==> src/shared/dpsc_defines.vh <==
// dpsc_defines.vh: timing counts and pin-level constants for the dual-port sram port controller
// assumes a 20 MHz system clock; all times are in ns and DPSC_CYC_UP turns them into clk_sys cycles
// How it works
// [RULE_01] array: cs low, byte low, flag high
// [RULE_02] device writes during cs, strobe, byte overlap
// [RULE_03] host changes address only with strobe high
// [RULE_04] late cs or flag select keeps outputs off
// [RULE_05] pulse covers turnoff plus setup when drive low
// [RULE_06] host drives data only after device release
// [RULE_07] flag read repeats value on every line
// [RULE_08] flag write then read with array off
// [RULE_09] wait 5 ns between flag write and read
// [RULE_10] flag writes within 5 ns: winner unsure
// [RULE_11] device drives only while all selects low
// [RULE_12] cross-port read valid after port delay
// [RULE_13] write ends at first rising strobe or select
// [RULE_14] flag write value taken from bit zero
// [RULE_15] upper select nine high bits, lower nine low
`ifndef DPSC_DEFINES_VH
`define DPSC_DEFINES_VH

`define DPSC_CLK_PERIOD_NS   50
`define DPSC_DATA_W          18
`define DPSC_ADDR_W          13
// minimum write pulse, turnoff and setup times in ns
`define DPSC_T_PULSE_NS      15
`define DPSC_T_OFF_NS        12
`define DPSC_T_SETUP_NS      15
`define DPSC_T_ACCESS_NS     20
`define DPSC_T_FLAG_WR_RD_NS 5
`define DPSC_T_PORT_DLY_NS   45
// least times round up to whole cycles, never below one
`define DPSC_CYC_UP(ns) ((((ns) + `DPSC_CLK_PERIOD_NS - 1) / `DPSC_CLK_PERIOD_NS) > 0 ? \
    (((ns) + `DPSC_CLK_PERIOD_NS - 1) / `DPSC_CLK_PERIOD_NS) : 1)
`define DPSC_OP_READ         2'h0
`define DPSC_OP_WRITE        2'h1
`define DPSC_OP_FLAG_WRITE   2'h2
`define DPSC_OP_FLAG_READ    2'h3

`endif

==> src/hdl/dpsc_wait_timer.v <==
// dpsc_wait_timer.v: loadable down counter that flags when a wait has elapsed
// assumes load and load_value come from the port controller on the same clock
`timescale 1ns/10ps
module dpsc_wait_timer #(
    parameter W = 4
) (
    input  wire         clk_sys,
    input  wire         rst_n,
    input  wire         load,
    input  wire [W-1:0] load_value,
    output wire         done
);
    reg [W-1:0] count;

    always @(posedge clk_sys or negedge rst_n) begin
        if (!rst_n) begin
            count <= {W{1'b0}};
        end else if (load) begin
            count <= load_value;
        end else if (count != {W{1'b0}}) begin
            count <= count - {{(W-1){1'b0}}, 1'b1};
        end
    end

    // done looks only at the count, never at load, so a caller may reload straight from done
    // without closing a combinational path through this module
    assign done = (count == {W{1'b0}});
endmodule // dpsc_wait_timer

==> src/hdl/dpsc_port_ctrl.v <==
// dpsc_port_ctrl.v: host-side controller driving one port of an asynchronous dual-port sram
// assumes user requests and sram inputs are synchronous to clk_sys; the shared data pins are
// split into in, out and enable, resolved outside this module
`timescale 1ns/10ps
`include "dpsc_defines.vh"
module dpsc_port_ctrl #(
    parameter DATA_W = `DPSC_DATA_W,
    parameter ADDR_W = `DPSC_ADDR_W
) (
    input  wire              clk_sys,
    input  wire              rst_n,
    input  wire              req_valid,
    output wire              req_ready,
    input  wire [1:0]        req_op,
    input  wire [ADDR_W-1:0] req_addr,
    input  wire [DATA_W-1:0] req_wdata,
    input  wire [1:0]        req_byte_en,
    output reg               rsp_valid,
    output reg  [DATA_W-1:0] rsp_rdata,
    output reg               chip_select_n,
    output reg               write_strobe_n,
    output reg               output_drive_n,
    output reg               upper_byte_select_n,
    output reg               lower_byte_select_n,
    output reg               flag_space_select_n,
    output reg  [ADDR_W-1:0] addr,
    output reg  [DATA_W-1:0] data_out,
    output reg               data_oe,
    input  wire [DATA_W-1:0] data_in
);
    localparam LANES = 2;
    localparam HALF_W = DATA_W / LANES;
    localparam TW = 4;
    // waits are worked out as integers and cut to the timer width on purpose;
    // anything past fifteen cycles would need a wider timer
    localparam integer PULSE_I     = `DPSC_CYC_UP(`DPSC_T_PULSE_NS);
    localparam integer OFF_SETUP_I = `DPSC_CYC_UP(`DPSC_T_OFF_NS + `DPSC_T_SETUP_NS);
    localparam integer WR_I        = (PULSE_I > OFF_SETUP_I) ? PULSE_I : OFF_SETUP_I;
    localparam integer ACCESS_I    = `DPSC_CYC_UP(`DPSC_T_ACCESS_NS);
    localparam integer FLAG_GAP_I  = `DPSC_CYC_UP(`DPSC_T_FLAG_WR_RD_NS);
    localparam integer PORT_DLY_I  = `DPSC_CYC_UP(`DPSC_T_PORT_DLY_NS);
    localparam [TW-1:0] CYC_WR       = WR_I[TW-1:0];
    localparam [TW-1:0] CYC_ACCESS   = ACCESS_I[TW-1:0];
    localparam [TW-1:0] CYC_FLAG_GAP = FLAG_GAP_I[TW-1:0];
    localparam [TW-1:0] CYC_PORT_DLY = PORT_DLY_I[TW-1:0];

    localparam [5:0] ST_IDLE  = 6'h01;
    localparam [5:0] ST_SETUP = 6'h02;
    localparam [5:0] ST_WRITE = 6'h04;
    localparam [5:0] ST_READ  = 6'h08;
    localparam [5:0] ST_END   = 6'h10;
    localparam [5:0] ST_GAP   = 6'h20;

    reg  [5:0]  state;
    reg  [1:0]  op;
    reg         t_load;
    reg  [TW-1:0] t_value;
    wire        t_done;
    wire              is_write;
    wire              is_flag;
    wire              lanes_none;
    wire [LANES-1:0]  lane_sel_n;
    wire [DATA_W-1:0] lane_wdata;
    genvar            lane;

    assign is_write = (op == `DPSC_OP_WRITE) || (op == `DPSC_OP_FLAG_WRITE);
    assign is_flag = op[1];
    // an array request with no lane enabled keeps chip select high: the array may only be
    // selected with a byte select low, so such a request completes without touching the sram
    assign lanes_none = ~|req_byte_en; // see [RULE_01]

    // each lane owns its select and its nine data bits; an unselected lane carries zeros
    // so the idle half of the bus does not toggle
    generate
        for (lane = 0; lane < LANES; lane = lane + 1) begin : g_lane
            assign lane_sel_n[lane] = ~req_byte_en[lane]; // see [RULE_15]
            assign lane_wdata[lane*HALF_W +: HALF_W] = req_byte_en[lane] ?
                req_wdata[lane*HALF_W +: HALF_W] : {HALF_W{1'b0}};
        end
    endgenerate

    dpsc_wait_timer #(
        .W          (TW)
    ) u_timer (
        .clk_sys    (clk_sys),
        .rst_n      (rst_n),
        .load       (t_load),
        .load_value (t_value),
        .done       (t_done)
    );

    // ready is decoded straight from the state so a waiting request is taken on the first idle edge
    assign req_ready = (state == ST_IDLE);

    always @* begin
        t_load = 1'b0;
        t_value = CYC_ACCESS;
        case (state)
            ST_IDLE: begin
                // two settle cycles after the selects fall, before strobe or output drive
                t_load = req_valid;
                t_value = {{(TW-1){1'b0}}, 1'b1};
            end
            // output drive is held high during writes, so the plain pulse would do; the longer
            // figure is kept anyway so a slow turnoff never collides with our data
            ST_SETUP: begin
                t_load = t_done;
                t_value = is_write ? CYC_WR : CYC_ACCESS; // see [RULE_05]
            end
            ST_WRITE: begin
                t_load = t_done;
                t_value = CYC_FLAG_GAP; // see [RULE_09]
            end
            ST_READ: begin
                t_load = t_done;
                t_value = CYC_PORT_DLY; // see [RULE_12]
            end
            ST_END: begin
                t_load = 1'b0;
            end
            ST_GAP: begin
                t_load = 1'b0;
            end
            default: begin
                t_load = 1'b0;
            end
        endcase
    end

    always @(posedge clk_sys or negedge rst_n) begin
        if (!rst_n) begin
            state <= ST_IDLE;
            op <= `DPSC_OP_READ;
            rsp_valid <= 1'b0;
            rsp_rdata <= {DATA_W{1'b0}};
            chip_select_n <= 1'b1;
            write_strobe_n <= 1'b1;
            output_drive_n <= 1'b1;
            upper_byte_select_n <= 1'b1;
            lower_byte_select_n <= 1'b1;
            flag_space_select_n <= 1'b1;
            addr <= {ADDR_W{1'b0}};
            data_out <= {DATA_W{1'b0}};
            data_oe <= 1'b0;
        end else begin
            rsp_valid <= 1'b0;
            case (state)
                ST_IDLE: begin
                    if (req_valid) begin
                        // address changes only here, with every select and strobe high
                        op <= req_op;
                        addr <= req_addr; // see [RULE_03]
                        if (req_op[1]) begin
                            // flag value goes out on every line; the device takes it from bit zero
                            chip_select_n <= 1'b1; // see [RULE_08]
                            upper_byte_select_n <= 1'b1;
                            lower_byte_select_n <= 1'b1;
                            flag_space_select_n <= 1'b0; // see [RULE_01]
                            data_out <= {DATA_W{req_wdata[0]}}; // see [RULE_14]
                        end else begin
                            chip_select_n <= lanes_none; // see [RULE_01]
                            upper_byte_select_n <= lane_sel_n[1]; // see [RULE_15]
                            lower_byte_select_n <= lane_sel_n[0];
                            flag_space_select_n <= 1'b1;
                            data_out <= lane_wdata;
                        end
                        state <= ST_SETUP;
                    end
                end
                ST_SETUP: begin
                    if (t_done) begin
                        if (is_write) begin
                            // selects were low two cycles before the strobe and output drive
                            // stays high, so the device never drives the shared lines
                            write_strobe_n <= 1'b0; // see [RULE_02]
                            data_oe <= 1'b1; // see [RULE_06]
                            state <= ST_WRITE;
                        end else begin
                            output_drive_n <= 1'b0; // see [RULE_11]
                            state <= ST_READ;
                        end
                    end
                end
                ST_WRITE: begin
                    if (t_done) begin
                        // strobe rises first and ends the write; data held one more cycle
                        write_strobe_n <= 1'b1; // see [RULE_13]
                        state <= ST_END;
                    end
                end
                ST_READ: begin
                    if (t_done) begin
                        // flag reads come back on every line; report bit zero replicated
                        rsp_rdata <= is_flag ? {DATA_W{data_in[0]}} : data_in; // see [RULE_07]
                        output_drive_n <= 1'b1; // see [RULE_11]
                        state <= ST_END;
                    end
                end
                ST_END: begin
                    // write data stays driven one cycle past the strobe rise, covering hold time
                    data_oe <= 1'b0;
                    chip_select_n <= 1'b1;
                    upper_byte_select_n <= 1'b1;
                    lower_byte_select_n <= 1'b1;
                    flag_space_select_n <= 1'b1;
                    rsp_valid <= 1'b1;
                    state <= ST_GAP;
                end
                // after a flag write the gap covers the write-to-read wait; contention with the
                // other port inside its window is the device's concern, this port never retries
                ST_GAP: begin
                    if (t_done) begin
                        state <= ST_IDLE; // see [RULE_10]
                    end
                end
                default: begin
                    state <= ST_IDLE;
                end
            endcase
        end
    end
endmodule // dpsc_port_ctrl

==> config.mk <==
export PLATFORM = sky130hd
export DESIGN_NAME = dpsc_port_ctrl
export DESIGN_NICKNAME = d
export VERILOG_FILES = /design/src/hdl/dpsc_wait_timer.v /design/src/hdl/dpsc_port_ctrl.v
export VERILOG_INCLUDE_DIRS = /design/src /design/src/shared
export SDC_FILE = /design/constraint.sdc
export NUM_CORES = 1
export LEC_CHECK = 0
export BUFFER_PORTS_ARGS = -buffer_cell sky130_fd_sc_hd__buf_2
export CAP_MARGIN = 0
export CELL_PAD_IN_SITES_DETAIL_PLACEMENT = 1
export CELL_PAD_IN_SITES_GLOBAL_PLACEMENT = 2
export CORE_MARGIN = 3
export CORE_UTILIZATION = 32
export CTS_BUF_LIST = sky130_fd_sc_hd__clkbuf_4
export DETAILED_ROUTE_END_ITERATION = 16
export GPL_TIMING_DRIVEN = 0
export PLACE_DENSITY_LB_ADDON = 0.1
export SLEW_MARGIN = 5
export SYNTH_ARGS = -nofsm -noshare
export SYNTH_HDL_FRONTEND = slang
export SYNTH_SLANG_ARGS = --single-unit
==> constraint.sdc <==
create_clock -name clk_sys -period 5.3 [get_ports clk_sys]
set_input_delay 1.59 -clock clk_sys [delete_from_list [all_inputs] [get_ports clk_sys]]
set_output_delay 1.59 -clock clk_sys [all_outputs]
set_load 0.05 [all_outputs]
==> summary.txt, run 1 <==
Outcome
  • Status: finished clean

Final layout
  • Filler cells: between 1000 and 1500
  • Share of cells above drive strength 1: 0.347
  • Register area: 0.00174 sq mm
  • Syn-to-layout area delta: 30.0%
  • Antenna cells: 0
  • Area of the multi-input gates: approximately 0.0011 sq mm
  • Final std cells w/o fill: about 570
  • Fin nets: 500

Hold path
  • Hold endpoint: write_strobe_n
  • Hold path startpoint: write_strobe_n
  • Type of the worst min-delay path: flop to flop
  • Hold Path Cell Cnt: 2

Global routing
  • GRT Resource Usage Total: 0.174
  • Vias in the first global route: ~2800
  • Initial antenna violation count: 1
  • First-pass GRT wire length: roughly 14000 microns
  • Congestion Overflow GR: 0
  • Largest net degree at the start of global routing: 42

Timing
  • Fin crit period: roughly 3.7 ns
  • Period utilization: 0.698
  • Final max-slew violation count: 0
  • Layout Skew: 0.0200 ns
  • Highest clock rate: between 200 and 300 MHz
  • Final hold violation count: 0
  • Slew of the pin with the lowest slew margin: 1.06 ns
  • Setup violations, final: 0
  • TNS Setup: 0 ns
  • RSZ-0062 raised after global routing: no
  • Slew HR: 0.289
  • Final worst setup slack: 1.60 ns

Logic synthesis
  • Area leader, netlist: dfrtp_1
  • Post-synth EDFFs: 0
  • Largest family of logic cells by synthesized area: compound AO/OA/AOI/OAI gates
  • Dominant cells by area after synthesis: dfrtp_1 (51%), nand2_1 (10%), dfstp_2 (6.1%), a21oi_1 (5.6%), o21ai_0 (4.3%)
  • Post-Syn Area: about 0.0030 sq mm
  • Synth Register Bits: 69
  • Synth Area in Simple Gates: 0.169
  • Commonest cells in the synthesized netlist: nand2_1 (84), dfrtp_1 (62), a21oi_1 (34)
  • Synth cell types: just over 40
  • Cells after synthesis: 317
  • Post-synthesis mux area share: 0.00494
  • Top_reg_cell synth: dfrtp_1
  • Top cell type's share of synthesized area: 0.510
  • Avg Synthesized Cell Area: approximately 9.6 sq um
  • Most common cell in the synthesized netlist: nand2_1
  • Post-synthesis compound-gate area fraction: 0.177
  • Net Count, Synth: between 300 and 400
  • Async SR Flop Fraction: 1.00
  • Synth warnings: 0
  • Post-synthesis adder-cell area fraction: 0.00823
  • Sequential share of the synthesized area: 0.571
  • XOR/XNOR Fraction of Synth Area: 0.0173

CTS
  • Maximum root-to-sink buffer count: 2
  • Clock Sinks: between 60 and 70
  • Worst-skew pair later-pin latency: about 0.42 ns
  • Num CTS Buffers: 9
  • Post-CTS Setup Bufs: 0
  • Clock transition at the registers of the reported paths: about 0.12 ns
  • CTS Root Buffer Type: clkbuf_4
  • CTS tree: built
  • Htree depth: 3
  • Hold_buf cts: 0
  • PostCTS Resize Cnt: 0

Route
  • Via/cell ratio: about 4.7
  • Routed len/inst: between 15 and 20 microns
  • DRT Pass-1 Iters: 4
  • Starting DRC count in detailed routing: between 60 and 70
  • DR DRC count: 0
  • Met3 WL: roughly 590 microns
  • DRT met1 WL: just under 4000 microns
  • Total Wirelength: ~8800 microns
  • Top Metal Used: met5
  • Post-route ant nets: 0
  • Routed via count: roughly 2700
  • Metal2 WL: ~4200 microns

Die
  • Die height: 103 microns
  • Die area: around 0.011 sq mm
  • Initial core utilization: 0.339
  • Die width: ~100 microns
  • # rows: 34
  • Io pins: around 110
  • CORE AREA: 0.00898 sq mm

Placed design
  • Post-DP HPWL: 6450 microns
  • Setup slack at placement: ~2.1 ns
  • Gpl congestion: 0.779
  • Port Buffers: between 100 and 150
  • DP Cell Count: 557

Setup path
  • Crit path max fanout: 10
  • Critical Path End Type: output port
  • CP Data Required Time: 3.71 ns
  • CP Launch Type: flop
  • RR Startpoint: state[2]
  • Crit path DAT: ~2.1 ns
  • Kind of critical path: flop to output port
  • R2r endpoint: data_out[16]
  • Worst Reg2Reg Path Length in Cells: 7
  • Worst R2R Setup Slack: ~2.9 ns

Power
  • Maximum VDD drop: ~260 uV
  • Lkg Pwr: 1.98 nW
  • PwrDens: 692 mW/mm^2

Flow run
  • Max-Cap Viols: 0
==> where the power goes <==
part / internal (mW) / switching, mW
Sequential: 0.759 / 0.120
Clock: 0.188 / 0.199
Combinational: 0.352 / 1.11
Total: 1.30 / 1.43
==> through the flow <==
stage                     cell area (sq um)  hold slack, ns  power (mW)   util
final                                  3950           0.479        2.73  0.440
after detailed placement               3790           0.458        2.38  0.422
after global placement                 3760           0.454        2.34  0.419
after global routing                   3950           0.511        2.92  0.440
after floorplan                        3040           0.448        1.99      -
after CTS                              3950           0.482        2.77  0.440
==> worst max-delay path, cell delays in order, from the launching register on <==
cell      delay (ns)
dfrtp_1         0.40
clkbuf_1        0.25
nor4_1          0.56
and2_1          0.23
buf_2           0.26
==> worst max-delay path by stage <==
stage | cells past startpoint | slack (ns) | start | endpoint
2_1_floorplan | 3 | 2.27 | state[2] | req_ready
3_3_place_gp | 1 | 2.16 | rst_n | addr[5]
3_5_place_dp | 4 | 2.06 | state[2] | req_ready
4_1_cts | 4 | 1.58 | state[2] | req_ready
5_1_grt | 4 | 1.44 | state[2] | req_ready
6_report | 4 | 1.60 | state[2] | req_ready
==> registers in the layout, indices dropped and copies added, names as in the netlist <==
signal               cells
data_oe                  1
addr                    13
op                       2
rsp_rdata               18
upper_byte_select_n      1
flag_space_select_n      1
data_out                18
state                    6
output_drive_n           1
write_strobe_n           1
lower_byte_select_n      1
u_timer.count            4
rsp_valid                1
chip_select_n            1
==> cell families (layout without fill, tap and decap cells) <==
kind of cell	after synthesis	count (layout)
flops	69	69
buf+inv	32	162
compound gates	92	92
simple gates	115	115
xor+xnor	6	6
mux	1	1
fa+ha+maj	2	2
==> routing by layer <==
metal | GRT usage | vias up
met2 | 0.275 | 67
met3 | 0.0537 | 14
li1 | - | 1317
met5 | 0 | -
met4 | 0.0707 | 2
met1 | 0.221 | 1296
==> placed cells by master (no fill, tap or decap), types with 3 or more instances in the layout <==
cell type   netlist  final
clkinv_1          1      3
o211ai_1          3      3
clkbuf_1         15     15
dfstp_2           7      7
clkinvlp_4        0      3
o21ai_1           7      7
o21ai_2          10     10
a21oi_1          34     34
dfrtp_1          62     62
nor3_1            4      4
nor2b_1           3      3
xor2_1            3      3
clkbuf_4          0      9
buf_2             1    113
buf_1             3      3
and2_1            3      3
nand2_1          84     84
o21ai_0          26     26
inv_1             7      7
nand3_1           3      3
nor2_1            4      4
buf_6             5      5
nor4_1            3      3
xnor2_1           3      3
==> area by class of cell <==
class	count	area share
plain buffers	24	0.0326
clock buffers	9	0.0171
clock inverters	7	0.0228
inverters	8	0.00760
multi-input cells	216	0.290
flip-flops and latches	69	0.439
well taps	126	0.0399
repair buffers	114	0.151
No activity file was read; power rests on OpenSTA's default activity.
==> run 2, diff against run 1 <==
--- a/config.mk
+++ b/config.mk
@@ -6,12 +6,13 @@
 export SDC_FILE = /design/constraint.sdc
 export NUM_CORES = 1
 export LEC_CHECK = 0
+export ABC_AREA = 1
 export BUFFER_PORTS_ARGS = -buffer_cell sky130_fd_sc_hd__buf_2
 export CAP_MARGIN = 0
 export CELL_PAD_IN_SITES_DETAIL_PLACEMENT = 1
 export CELL_PAD_IN_SITES_GLOBAL_PLACEMENT = 2
 export CORE_MARGIN = 3
-export CORE_UTILIZATION = 32
+export CORE_UTILIZATION = 29
 export CTS_BUF_LIST = sky130_fd_sc_hd__clkbuf_4
 export DETAILED_ROUTE_END_ITERATION = 16
 export GPL_TIMING_DRIVEN = 0
==> constraint.sdc (replaced) <==
create_clock -name clk_sys -period 3.7 [get_ports clk_sys]
set_input_delay 1.11 -clock clk_sys [delete_from_list [all_inputs] [get_ports clk_sys]]
set_output_delay 1.11 -clock clk_sys [all_outputs]
set_load 0.05 [all_outputs]
==> summary.txt, run 2 <==
Timing
  • Final worst setup slack: around 1 ns
  • Setup violations, final: 0
  • Fin crit period: 2.70 ns
  • Final hold violation count: 0
  • RSZ-0062 raised after global routing: no
  • Hold WS: about 0.47 ns
  • Period utilization: 0.731
  • Slew of the pin with the lowest slew margin: ~0.53 ns
  • Slew HR: 0.650
  • Layout Skew: between 0.02 and 0.025 ns
  • TNS Setup: 0 ns
  • Highest clock rate: between 300 and 400 MHz
  • Final max-slew violation count: 0

Power
  • Lkg Pwr: about 2.1 nW
  • Maximum VDD drop: 356 uV
  • PwrDens: roughly 1100 mW/mm^2
  • Total power draw: about 4.2 mW

Die
  • Die area: between 0.01 and 0.015 sq mm
  • # rows: 37
  • Io pins: ~110
  • CORE AREA: between 0.01 and 0.015 sq mm
  • Die height: ~110 microns
  • Die width: about 110 microns
  • Initial core utilization: 0.302

Global routing
  • First-pass GRT wire length: roughly 15000 microns
  • Largest net degree at the start of global routing: 38
  • Vias in the first global route: between 2000 and 3000
  • Initial antenna violation count: 0
  • Congestion Overflow GR: 0
  • GRT Resource Usage Total: 0.155

CTS
  • Clock Sinks: 69
  • Post-CTS Setup Bufs: 0
  • Num CTS Buffers: 9
  • Maximum root-to-sink buffer count: 2
  • Worst-skew pair later-pin latency: 0.41 ns
  • Clock transition at the registers of the reported paths: about 0.11 ns
  • CTS Root Buffer Type: clkbuf_4
  • CTS tree: built
  • PostCTS Resize Cnt: 0
  • Htree depth: 3
  • Hold_buf cts: 0

Final layout
  • Final std cells w/o fill: roughly 640
  • Top Registers: data_out x18, rsp_rdata x18, addr x13
  • Filler cells: 1317
  • Fin nets: 555
  • Commonest non-fill, non-tap cell in the layout: nand2_1
  • Final Cell Area: ~0.004 sq mm
  • Syn-to-layout area delta: 27.3%
  • Share of cells above drive strength 1: 0.319
  • Antenna cells: 0
  • Final core occ: 0.384
  • Commonest non-fill, non-tap cells in the layout: nand2_1 (123), buf_2 (115), dfrtp_1 (62)

Logic synthesis
  • Post-Syn Area: between 0.003 and 0.004 sq mm
  • Dominant cells by area after synthesis: dfrtp_1 (49%), nand2_1 (15%), dfstp_2 (5.9%), nand3_1 (4.6%), inv_1 (4.1%)
  • Avg Synthesized Cell Area: ~8.4 sq um
  • Net Count, Synth: roughly 430
  • Top cell type's share of synthesized area: 0.494
  • Synth cell types: 28
  • Synth Register Bits: 69
  • Post-synth EDFFs: 0
  • Top_reg_cell synth: dfrtp_1
  • Most common cell in the synthesized netlist: nand2_1
  • Area leader, netlist: dfrtp_1
  • Cells after synthesis: about 370
  • Sequential share of the synthesized area: 0.553
  • Async SR Flop Fraction: 1.00
  • Commonest cells in the synthesized netlist: nand2_1 (123), dfrtp_1 (62), inv_1 (34)
  • Synth warnings: 0

Setup path
  • Crit path max fanout: 4
  • CP startpoint: state[0]
  • RR Startpoint: u_timer.count[0]
  • CP Launch Type: flop
  • Critical Path End Type: output port
  • CP Data Required Time: roughly 2.6 ns
  • Kind of critical path: flop to output port
  • Crit path DAT: between 1.5 and 2 ns
  • Worst Reg2Reg Path Length in Cells: 10

Route
  • Post-route ant nets: 0
  • DR DRC count: 0
  • Total Wirelength: slightly above 9000 microns
  • Via/cell ratio: 4.50
  • Routed via count: 2868
  • Starting DRC count in detailed routing: 84
  • DRT Pass-1 Iters: 4
  • Routed len/inst: between 10 and 15 microns

Placed design
  • Port Buffers: 111
  • Gpl congestion: between 0.7 and 0.8
  • Post-Place Cell Area: between 0.003 and 0.004 sq mm
  • Setup slack at placement: between 1 and 1.5 ns
  • DP Cell Count: 622
  • Post-DP HPWL: between 6000 and 7000 microns

Hold path
  • Hold Path Cell Cnt: 2
  • Hold path startpoint: upper_byte_select_n
  • Type of the worst min-delay path: flop to flop

Flow run
  • Max-Cap Viols: 0

Outcome
  • Status: finished clean
==> run 2: cell types whose count changed after synthesis, moves of 7 or more <==
cell | previous run | this run
nand3_1 | 3 | 29
a21oi_1 | 34 | 2
inv_1 | 7 | 34
a31oi_1 | 2 | 18
clkbuf_1 | 15 | 6
o21ai_1 | 7 | 0
nand2_1 | 84 | 123
o21ai_2 | 10 | 0
nor2_1 | 4 | 32
==> run 2: final cells by class <==
class,count,area [sq um],area share
Inverter,38,145,0.0363
Timing Repair Buffer,112,578,0.145
Clock buffer,11,82.6,0.0207
Tap cell,136,170,0.0426
Buffer,17,88.8,0.0222
Sequential cell,69,1740,0.434
Clock inverter,5,27.5,0.00688
Multi-Input combinational cell,250,1170,0.293
==> run 2: where the power goes <==
part,switching [mW],internal (mW)
Combinational,1.85,0.593
Sequential,0.203,1.13
Clock,0.275,0.149
Total,2.33,1.87
==> run 2: path summary, 6_finish.rpt <==
path	endpoint	slack, ns
min in group asynchronous	rsp_rdata[11]	0.63
max	req_ready	1.0
max reg2reg	rsp_rdata[2]	1.88
min reg2reg	upper_byte_select_n	0.47
max in group asynchronous	lower_byte_select_n	2.44
min	upper_byte_select_n	0.47
==> run 2: kinds of logic after synthesis <==
logic type                 after synthesis  synth area share
buffers and inverters                   55            0.0745
AOI/OAI and AO/OA                       45            0.0789
and+or+nand+nor                        199             0.275
xor gates and xnor gates                 4            0.0112
adders and majority gates                2           0.00797
DFF                                     69             0.553
==> run 2: worst max-delay path, cell delays in order (launching register included) <==
cell and delay [ns]:
dfstp_2 0.58, inv_2 0.04, nor2_2 0.10, nand3_2 0.14
inv_1 0.08, buf_2 0.25
==> run 2: per-layer routing <==
metal,GRT usage,up-vias,wire length (microns)
li1,-,1426,-
met1,0.202,1380,4070
met2,0.250,55,4460
met3,0.0408,7,446
met4,0.0534,0,107
met5,0,-,0
